### src/ets_pkg.sv
// Package: register map, field layout and event types of the edge trigger select block
`default_nettype none
package ets_pkg;
    localparam logic [11:0] ETS_CTRL_LOW_ADDR  = 12'hfb2;
    localparam logic [11:0] ETS_IRQ_STAT_ADDR  = 12'hfb3;
    localparam logic [11:0] ETS_IRQ_MASK_ADDR  = 12'hfb4;
    localparam int          ETS_E2_POL_BIT     = 7;
    localparam int          ETS_E2_SRC_LSB     = 5;
    localparam int          ETS_E1_POL_BIT     = 4;
    localparam int          ETS_E1_SRC_LSB     = 2;
    localparam int          ETS_E2_SEEN_BIT    = 1;
    localparam int          ETS_E1_SEEN_BIT    = 0;
    localparam logic [7:0]  ETS_CTRL_RESET     = 8'h00;
    localparam logic [1:0]  ETS_IRQ_RESET      = 2'h0;

    typedef enum logic [1:0] {
        ETS_SRC_TIMER   = 2'h0,
        ETS_SRC_COMPARE = 2'h1,
        ETS_SRC_PIN_TWO = 2'h2,
        ETS_SRC_PIN_ONE = 2'h3
    } ets_src_t;

    typedef struct packed {
        logic edge_pin_one;
        logic edge_pin_two;
        logic output_compare_unit;
        logic timer_unit;
    } ets_sources_t;

    typedef struct packed {
        logic [11:0] addr;
        logic [7:0]  wdata;
        logic        wr;
        logic        rd;
    } ets_bus_req_t;
endpackage : ets_pkg
`default_nettype wire

### src/ets_edge_select.sv
// Edge trigger select: source/polarity selection, edge status flags, register port, interrupt
//
// Design decision made here: strobed register access.
`default_nettype none
module ets_edge_select (
    input  wire logic                 clk,       // System clock, 250 MHz
    input  wire logic                 rst_b,     // Async reset, active low
    input  wire ets_pkg::ets_bus_req_t bus_req,  // Register bus request
    output logic [7:0]                rdata,     // Read data, cycle after read strobe
    input  wire ets_pkg::ets_sources_t sources,  // Event sources (pins async)
    output logic                      irq,       // Level interrupt
    output logic                      e1_trig,   // Edge 1 detected pulse
    output logic                      e2_trig    // Edge 2 detected pulse
);
    logic [7:0] ctrl_q;
    logic [1:0] stat_q;
    logic [1:0] mask_q;
    logic [2:0] pin1_sync_q;
    logic [2:0] pin2_sync_q;
    logic       pin1_lvl_q;
    logic       pin2_lvl_q;
    logic       cmp_q;
    logic       tmr_q;
    logic       src1_prev_q;
    logic       src2_prev_q;
    logic       src1_d;
    logic       src2_d;
    logic       hit1;
    logic       hit2;
    logic       wr_ctrl;

    function automatic logic pick_src(input logic [1:0] sel, input logic p1, input logic p2,
                                      input logic cmp, input logic tmr);
        unique case (ets_pkg::ets_src_t'(sel))
            ets_pkg::ETS_SRC_PIN_ONE: pick_src = p1;
            ets_pkg::ETS_SRC_PIN_TWO: pick_src = p2;
            ets_pkg::ETS_SRC_COMPARE: pick_src = cmp;
            ets_pkg::ETS_SRC_TIMER:   pick_src = tmr;
        endcase
    endfunction

    function automatic logic edge_hit(input logic pol, input logic prev, input logic cur);
        edge_hit = pol ? (!prev && cur) : (prev && !cur);
    endfunction

    // Pins pass three flops; a level counts when stages two and three agree
    always_ff @(posedge clk or negedge rst_b) begin
        if (!rst_b) begin
            pin1_sync_q <= 3'h0;
            pin2_sync_q <= 3'h0;
            pin1_lvl_q  <= 1'b0;
            pin2_lvl_q  <= 1'b0;
        end else begin
            pin1_sync_q <= {pin1_sync_q[1:0], sources.edge_pin_one};
            pin2_sync_q <= {pin2_sync_q[1:0], sources.edge_pin_two};
            if (pin1_sync_q[1] == pin1_sync_q[2]) begin
                pin1_lvl_q <= pin1_sync_q[2];
            end
            if (pin2_sync_q[1] == pin2_sync_q[2]) begin
                pin2_lvl_q <= pin2_sync_q[2];
            end
        end
    end

    // On-chip sources registered once; pin levels reach the selectors three cycles later
    always_ff @(posedge clk or negedge rst_b) begin
        if (!rst_b) begin
            cmp_q <= 1'b0;
            tmr_q <= 1'b0;
        end else begin
            cmp_q <= sources.output_compare_unit;
            tmr_q <= sources.timer_unit;
        end
    end

    always_comb begin
        src1_d = pick_src(ctrl_q[ets_pkg::ETS_E1_SRC_LSB +: 2], pin1_lvl_q, pin2_lvl_q,
                          cmp_q, tmr_q);
        src2_d = pick_src(ctrl_q[ets_pkg::ETS_E2_SRC_LSB +: 2], pin1_lvl_q, pin2_lvl_q,
                          cmp_q, tmr_q);
        hit1 = edge_hit(ctrl_q[ets_pkg::ETS_E1_POL_BIT], src1_prev_q, src1_d);
        hit2 = edge_hit(ctrl_q[ets_pkg::ETS_E2_POL_BIT], src2_prev_q, src2_d);
    end

    always_ff @(posedge clk or negedge rst_b) begin
        if (!rst_b) begin
            src1_prev_q <= 1'b0;
            src2_prev_q <= 1'b0;
        end else begin
            src1_prev_q <= src1_d;
            src2_prev_q <= src2_d;
        end
    end

    assign wr_ctrl = bus_req.wr && (bus_req.addr == ets_pkg::ETS_CTRL_LOW_ADDR);

    // Control fields plus status flags; a detected edge wins over a software write
    always_ff @(posedge clk or negedge rst_b) begin
        if (!rst_b) begin
            ctrl_q <= ets_pkg::ETS_CTRL_RESET;
        end else begin
            if (wr_ctrl) begin
                ctrl_q <= bus_req.wdata;
            end
            if (hit1) begin
                ctrl_q[ets_pkg::ETS_E1_SEEN_BIT] <= 1'b1;
            end
            if (hit2) begin
                ctrl_q[ets_pkg::ETS_E2_SEEN_BIT] <= 1'b1;
            end
        end
    end

    // Sticky interrupt status, write one to clear, set wins
    always_ff @(posedge clk or negedge rst_b) begin
        if (!rst_b) begin
            stat_q <= ets_pkg::ETS_IRQ_RESET;
            mask_q <= ets_pkg::ETS_IRQ_RESET;
        end else begin
            if (bus_req.wr && bus_req.addr == ets_pkg::ETS_IRQ_MASK_ADDR) begin
                mask_q <= bus_req.wdata[1:0];
            end
            if (bus_req.wr && bus_req.addr == ets_pkg::ETS_IRQ_STAT_ADDR) begin
                stat_q <= (stat_q & ~bus_req.wdata[1:0]) | {hit2, hit1};
            end else begin
                stat_q <= stat_q | {hit2, hit1};
            end
        end
    end

    always_ff @(posedge clk or negedge rst_b) begin
        if (!rst_b) begin
            rdata   <= 8'h00;
            irq     <= 1'b0;
            e1_trig <= 1'b0;
            e2_trig <= 1'b0;
        end else begin
            irq     <= |(stat_q & mask_q);
            e1_trig <= hit1;
            e2_trig <= hit2;
            rdata   <= 8'h00;
            if (bus_req.rd) begin
                unique case (bus_req.addr)
                    ets_pkg::ETS_CTRL_LOW_ADDR: rdata <= ctrl_q;
                    ets_pkg::ETS_IRQ_STAT_ADDR: rdata <= {6'h00, stat_q};
                    ets_pkg::ETS_IRQ_MASK_ADDR: rdata <= {6'h00, mask_q};
                    default:                    rdata <= 8'h00;
                endcase
            end
        end
    end

    chk_e1_flag_set: assert property (@(posedge clk) disable iff (!rst_b)
        hit1 |=> ctrl_q[ets_pkg::ETS_E1_SEEN_BIT] && stat_q[0])
        else $error("edge 1 flag not set");
    chk_e2_flag_set: assert property (@(posedge clk) disable iff (!rst_b)
        hit2 |=> ctrl_q[ets_pkg::ETS_E2_SEEN_BIT] && stat_q[1])
        else $error("edge 2 flag not set");
    chk_e1_pin_one: assert property (@(posedge clk) disable iff (!rst_b)
        ctrl_q[3:2] == 2'h3 |-> src1_d == pin1_lvl_q)
        else $error("edge 1 source wrong");
    chk_e1_pin_two: assert property (@(posedge clk) disable iff (!rst_b)
        ctrl_q[3:2] == 2'h2 |-> src1_d == pin2_lvl_q)
        else $error("edge 1 pin two source wrong");
    chk_e1_compare_src: assert property (@(posedge clk) disable iff (!rst_b)
        ctrl_q[3:2] == 2'h1 |-> src1_d == cmp_q)
        else $error("edge 1 compare source wrong");
    chk_e1_timer_src: assert property (@(posedge clk) disable iff (!rst_b)
        ctrl_q[3:2] == 2'h0 |-> src1_d == tmr_q)
        else $error("edge 1 timer source wrong");
    chk_e2_pin_one: assert property (@(posedge clk) disable iff (!rst_b)
        ctrl_q[6:5] == 2'h3 |-> src2_d == pin1_lvl_q)
        else $error("edge 2 pin one source wrong");
    chk_e2_pin_two: assert property (@(posedge clk) disable iff (!rst_b)
        ctrl_q[6:5] == 2'h2 |-> src2_d == pin2_lvl_q)
        else $error("edge 2 source wrong");
    chk_e2_compare_src: assert property (@(posedge clk) disable iff (!rst_b)
        ctrl_q[6:5] == 2'h1 |-> src2_d == cmp_q)
        else $error("edge 2 compare source wrong");
    chk_e2_timer_src: assert property (@(posedge clk) disable iff (!rst_b)
        ctrl_q[6:5] == 2'h0 |-> src2_d == tmr_q)
        else $error("edge 2 timer source wrong");
    // Polarity judged on the registered source levels tmr_q and pin2_lvl_q, not on the edge pipeline
    chk_e1_rise_pol: assert property (@(posedge clk) disable iff (!rst_b)
        hit1 && ctrl_q[4] && ctrl_q[3:2] == 2'h0 && $stable(ctrl_q[4:2]) |-> tmr_q && !$past(tmr_q))
        else $error("edge 1 polarity wrong");
    chk_e1_fall_pol: assert property (@(posedge clk) disable iff (!rst_b)
        hit1 && !ctrl_q[4] && ctrl_q[3:2] == 2'h0 && $stable(ctrl_q[4:2]) |-> !tmr_q && $past(tmr_q))
        else $error("edge 1 falling polarity wrong");
    chk_e2_fall_pol: assert property (@(posedge clk) disable iff (!rst_b)
        hit2 && !ctrl_q[7] && ctrl_q[6:5] == 2'h2 && $stable(ctrl_q[7:5])
        |-> !pin2_lvl_q && $past(pin2_lvl_q))
        else $error("edge 2 polarity wrong");
    chk_e2_rise_pol: assert property (@(posedge clk) disable iff (!rst_b)
        hit2 && ctrl_q[7] && ctrl_q[6:5] == 2'h2 && $stable(ctrl_q[7:5])
        |-> pin2_lvl_q && !$past(pin2_lvl_q))
        else $error("edge 2 rising polarity wrong");
    chk_flag_holds: assert property (@(posedge clk) disable iff (!rst_b)
        ctrl_q[0] && !wr_ctrl |=> ctrl_q[0])
        else $error("edge 1 flag lost");
    chk_e2_flag_holds: assert property (@(posedge clk) disable iff (!rst_b)
        ctrl_q[1] && !wr_ctrl |=> ctrl_q[1])
        else $error("edge 2 flag lost");
    chk_e1_flag_quiet: assert property (@(posedge clk) disable iff (!rst_b)
        !ctrl_q[0] && !hit1 && !wr_ctrl |=> !ctrl_q[0])
        else $error("edge 1 flag set without event");
    chk_e2_flag_quiet: assert property (@(posedge clk) disable iff (!rst_b)
        !ctrl_q[1] && !hit2 && !wr_ctrl |=> !ctrl_q[1])
        else $error("edge 2 flag set without event");
    chk_e1_trig_pulse: assert property (@(posedge clk) disable iff (!rst_b)
        hit1 |=> e1_trig)
        else $error("edge 1 pulse missing");
    chk_e2_trig_pulse: assert property (@(posedge clk) disable iff (!rst_b)
        hit2 |=> e2_trig)
        else $error("edge 2 pulse missing");
    chk_rdata_idle: assert property (@(posedge clk) disable iff (!rst_b)
        !bus_req.rd |=> rdata == 8'h00)
        else $error("read data not cleared");
    chk_irq_level: assert property (@(posedge clk) disable iff (!rst_b)
        hit1 && mask_q[0] && $stable(mask_q) |=> ##1 irq)
        else $error("interrupt not raised");

    cov_e1_event: cover property (@(posedge clk) disable iff (!rst_b) hit1);
    cov_e2_event: cover property (@(posedge clk) disable iff (!rst_b) hit2);
    cov_both_seen: cover property (@(posedge clk) disable iff (!rst_b) ctrl_q[1:0] == 2'h3);
    cov_irq_up: cover property (@(posedge clk) disable iff (!rst_b) $rose(irq));
endmodule // ets_edge_select
`default_nettype wire

### config.mk
export PLATFORM = sky130hd
export DESIGN_NAME = ets_edge_select
export DESIGN_NICKNAME = d
export VERILOG_FILES = /design/src/ets_pkg.sv /design/src/ets_edge_select.sv
export SDC_FILE = /design/constraint.sdc
export NUM_CORES = 1
export LEC_CHECK = 0
export ABC_AREA = 0
export CAP_MARGIN = 0
export CORE_UTILIZATION = 45
export DETAILED_ROUTE_END_ITERATION = 7
export DONT_BUFFER_PORTS = 1
export GPL_ROUTABILITY_DRIVEN = 0
export PLACE_DENSITY_LB_ADDON = 0.12
export SYNTH_ARGS = -nofsm -noshare
export SYNTH_HDL_FRONTEND = slang
export SYNTH_SLANG_ARGS = --single-unit
### constraint.sdc
create_clock -name clk -period 3.7 [get_ports clk]
set_input_delay 0.74 -clock clk [delete_from_list [all_inputs] [get_ports clk]]
set_output_delay 0.74 -clock clk [all_outputs]
set_load 0.01 [all_outputs]
# Word-level counts from Yosys, hierarchy flattened
# Cells that the tools add are included.
[op_classes]
reduce_logical = 16
eq_ne = 11
muxes = 10
n_bitwise = 5
[ops]
columns = ["operator", "count"]
rows = [
  ["== test 12 bit, second input constant", 3],
  ["one-hot mux 8 bit (3 select lines)", 1],
  ["== test 2 bit, second input constant", 4],
  ["2-to-1 mux 8 bit", 1],
  ["one-hot mux 1 bit (4 select lines)", 2],
  ["logical AND 1 bit", 7],
  ["bitwise AND 2 bit", 2],
  ["== test 2 x 1 -> 1 bit, second input constant", 2],
  ["logical NOT 1 bit", 4],
  ["logical NOT 2 bit", 2],
  ["2-to-1 mux 1 bit", 4],
  ["2-to-1 mux 2 bit", 2],
  ["bitwise OR 2 bit", 2],
  ["nonzero test 2 bit", 2],
  ["== test 1 bit", 2],
  ["inverter 2 bit", 1],
  ["OR reduction 2 bit", 1],
]
[word_totals]
in_bits = 28
ff_bits = 35
output_inout_bits = 11
wordCells = 59

# Logic depth before layout (Yosys ltp)
[logic_depth]
word_depth = 7
depth_mapped = 4
ltp_nobuf = 4

# Worst setup path before layout
# Ideal clock, no wire load.
[synth_timing]
kind = "input to register"
startpoint = "in bus_req[13] (netlist name)"
endpoint = "reg mask_q[0]"
cell_stages = 4
path_slack_ps = 1691
t_required_ps = 3575
arrival_ps = 1884
path_cell_list = "nand3b_1 nor3_1 and4b_1 mux2_2"
[synth_via]
elab_chain_cells = 2
[synth_rtl]
columns = ["element", "line_no", "rtl"]
rows = [
  ["start, declared", "ets_edge_select.sv:8", "input wire ets_pkg::ets_bus_req_t bus_req,"],
  ["== test 12 bit", "ets_edge_select.sv:120", "if (bus_req.wr && bus_req.addr == ets_pkg::ETS_IRQ_MASK_ADDR) begin"],
  ["logical AND 1 bit", "ets_edge_select.sv:120", ""],
  ["end signal, assigned", "ets_edge_select.sv:118", "mask_q <= ets_pkg::ETS_IRQ_RESET;"],
  ["end signal, assigned", "ets_edge_select.sv:121", "mask_q <= bus_req.wdata[1:0];"],
  ["end, declared", "ets_edge_select.sv:17", "logic [1:0] mask_q;"],
]
# Every way passes these cells.
# A chain may end at the register's enable or synchronous reset.

# Worst setup path in the final report
[layout_timing]
startpoint = "in bus_req[13] (netlist name)"
endpoint = "reg mask_q[1]"
# Same word-level chain as after synthesis.

==> run metrics <==
HP Class=in2async; slack of the critical path=1820 ps; Design Area, Final=0.00144 mm^2; # setup viols final=0; worst endpoint required time=3920 ps; slowest CP cell=nor3_1; Placed Instances=119; YS warnings=0; Critical Path Source=bus_req[13]; Slew Limit Fails=0; maximum clock path buffer count=2; # port buffers=0; R2R depth=4; Distinct cells, synth=22; non-filler cells, final=126; Final Util=51.7%; All-Layer GR Usage=15.7%; final hold violation count=0; FMAX=0.533 GHz; post_cts resized=0; Vias=727; setup TNS=0 ps; Max IR drop VDD=0.303 mV; min cycle time layout=1880 ps; clk root buf=clkbuf_4; Buf+Inv Stages, Crit Path=0; CTS tree=built; Final HPWL DP=1.57 mm; CTS hold repair buffers=0; worst r2r src=ctrl_q[5]; sequential share of the synthesized area=65.2%; Mean Syn Cell Area=15.3 um^2; CTS clock-pin slew for the worst setup and hold paths=100 ps; crit path cell chain=nand3b_1, nor3_1, and4b_1, mux2_2; crit path to=mask_q[1]; Final ANT Viol Nets=0; CP endpoint kind=register; chip height=56.6 um; initial antenna violation count=0; Final Skew=7.70 ps; Post-Syn Nets=116; reg-to-reg setup timing slack=2210 ps; first-pass GRT wire length=3.53 mm; NumNets Final=123; Residual DRC=0; CTS Buf Count=5; Area after DPL=0.00138 mm^2; instance count on the critical path=4; Max-slew headroom=55.6%; Static Leak=0.000646 uW; Initial DRT Pass Iterations=4; Post-synth EDFFs=0; layout cells sized above 1=22.1%; number of setup buffers added after CTS=0; cell count after synthesis=88; RSZ-0062 raised after global routing=no; final wirelength=2.15 mm; area grow syn2layout=7.08%; Die X=56.6 um; status=complete, no violations; number of global-route vias before repair=772; area of the core=0.00278 mm^2; Tcrit/Tclk final=50.7%; total grt overflow=0; n_diodes=0; crit path kind=in2reg; Top delay family on crit path=simple AND/OR/NAND/NOR gates; drt wl/cell=17.0 um; depth of the CTS H-tree=2; power per cell area=432 mW/mm^2; Max Cap Viol=0; largest net degree at the start of global routing=36; synthesized area=0.00134 mm^2; initial cell density of the core=48.3%; CP peak stage delay=500 ps; Clock Latency Late Sink=340 ps; reg2reg end=ctrl_q[1]; dominant synthesized flop cell=dfrtp_1; measured slew at the worst slew-check pin=661 ps; Sink Count=35; Worst Path Arrival=2100 ps; std cell rows=19; Startpoint Class=primary input; die footprint=0.00321 mm^2; crit-path max FO=6; Placement Setup Slack=1480 ps; asr flop ratio synth=100%; # IOs=39; number of synthesized register bits=35; Initial DRC Count=12; vias per std cell=5.77
Yosys cell counts (2+ instances only):
| cell | n | area, um^2 |
|---|---|---|
| a211o_1 | 2 | 17.5 |
| a21o_1 | 2 | 15.0 |
| a22oi_1 | 2 | 15.0 |
| and2_1 | 7 | 43.8 |
| and3_1 | 2 | 12.5 |
| and4b_1 | 2 | 20.0 |
| dfrtp_1 | 35 | 876 |
| maj3_1 | 2 | 20.0 |
| mux2_2 | 8 | 90.1 |
| mux4_2 | 2 | 45.0 |
| nand2b_1 | 2 | 12.5 |
| nand3_1 | 2 | 10.0 |
| nand3b_1 | 5 | 37.5 |
| nand4_1 | 2 | 12.5 |
| nor2b_1 | 4 | 25.0 |
| o21ai_0 | 2 | 10.0 |
| o21ai_2 | 2 | 17.5 |
cell families after synthesis:
group / share of synthesized area, %
AND/OR/NAND/NOR: 17.0
AO/OA/AOI/OAI: 6.24
multiplexers: 10.1
adder cells (fa/ha/maj): 1.49
flip-flops: 65.2
power by group:
part           switching, uW  internal, uW  leakage, uW  total, uW
clock                    119          87.9    0.0000341        207
sequential              5.50           392     0.000438        397
combinational           6.91          9.66     0.000173       16.6
total                    131           489     0.000646        621
how the worst min path moves through the flow:
stage / slack (ps) / depth (start not counted) / endpoint / startpoint
after global placement: 330 / 0 / pin1_sync_q[1] / pin1_sync_q[0]
final: 80 / 0 / rdata[1] / rst_b
after detailed placement: 340 / 0 / pin1_sync_q[1] / pin1_sync_q[0]
after CTS: 70 / 0 / stat_q[1] / rst_b
after floorplan: 330 / 0 / pin1_sync_q[1] / pin1_sync_q[0]
after global routing: 50 / 0 / rdata[1] / rst_b
registers in the layout, indices dropped and copies added (netlist names), 2 cells and up:
signal / flops
ctrl_q: 8
stat_q: 2
pin1_sync_q: 3
pin2_sync_q: 3
mask_q: 2
rdata: 8
area by class of cell:
type / count / area (um^2)
clock buffers: 6 / 51.3
clock inverters: 1 / 5.00
fillers: 233 / 1340
multi-input cells: 53 / 467
flip-flops and latches: 35 / 876
well taps: 31 / 38.8
per-layer routing:
layer  routed length [um]  track usage (%)  share of wire, %
met1                  881             18.8                41
met2                 1050             23.9                49
met3                  152             5.30               7.1
met4                   65             10.5               3.0
met5                    0                0                 0
worst reg2reg max path: stages, from the launching register on:
cell and delay (ps):
dfrtp_1 410, mux4_2 560, nand3b_1 120, o21ai_2 80, a211o_1 220
cell usage in the layout, fill, tap and decap left out, types with 4 or more instances in the layout:
cell | synthesis | layout
nand3b_1 | 5 | 5
clkbuf_4 | 0 | 5
dfrtp_1 | 35 | 35
mux2_2 | 8 | 8
and2_1 | 7 | 7
nor2b_1 | 4 | 4
through the flow:
step | hold slack, ps | power, uW
6_report | 83.2 | 621
2_1_floorplan | 331 | 418
4_1_cts | 70.6 | 629
5_1_grt | 52.8 | 646
3_5_place_dp | 337 | 422
3_3_place_gp | 334 | 421
Power figures use the tool's default switching activity.
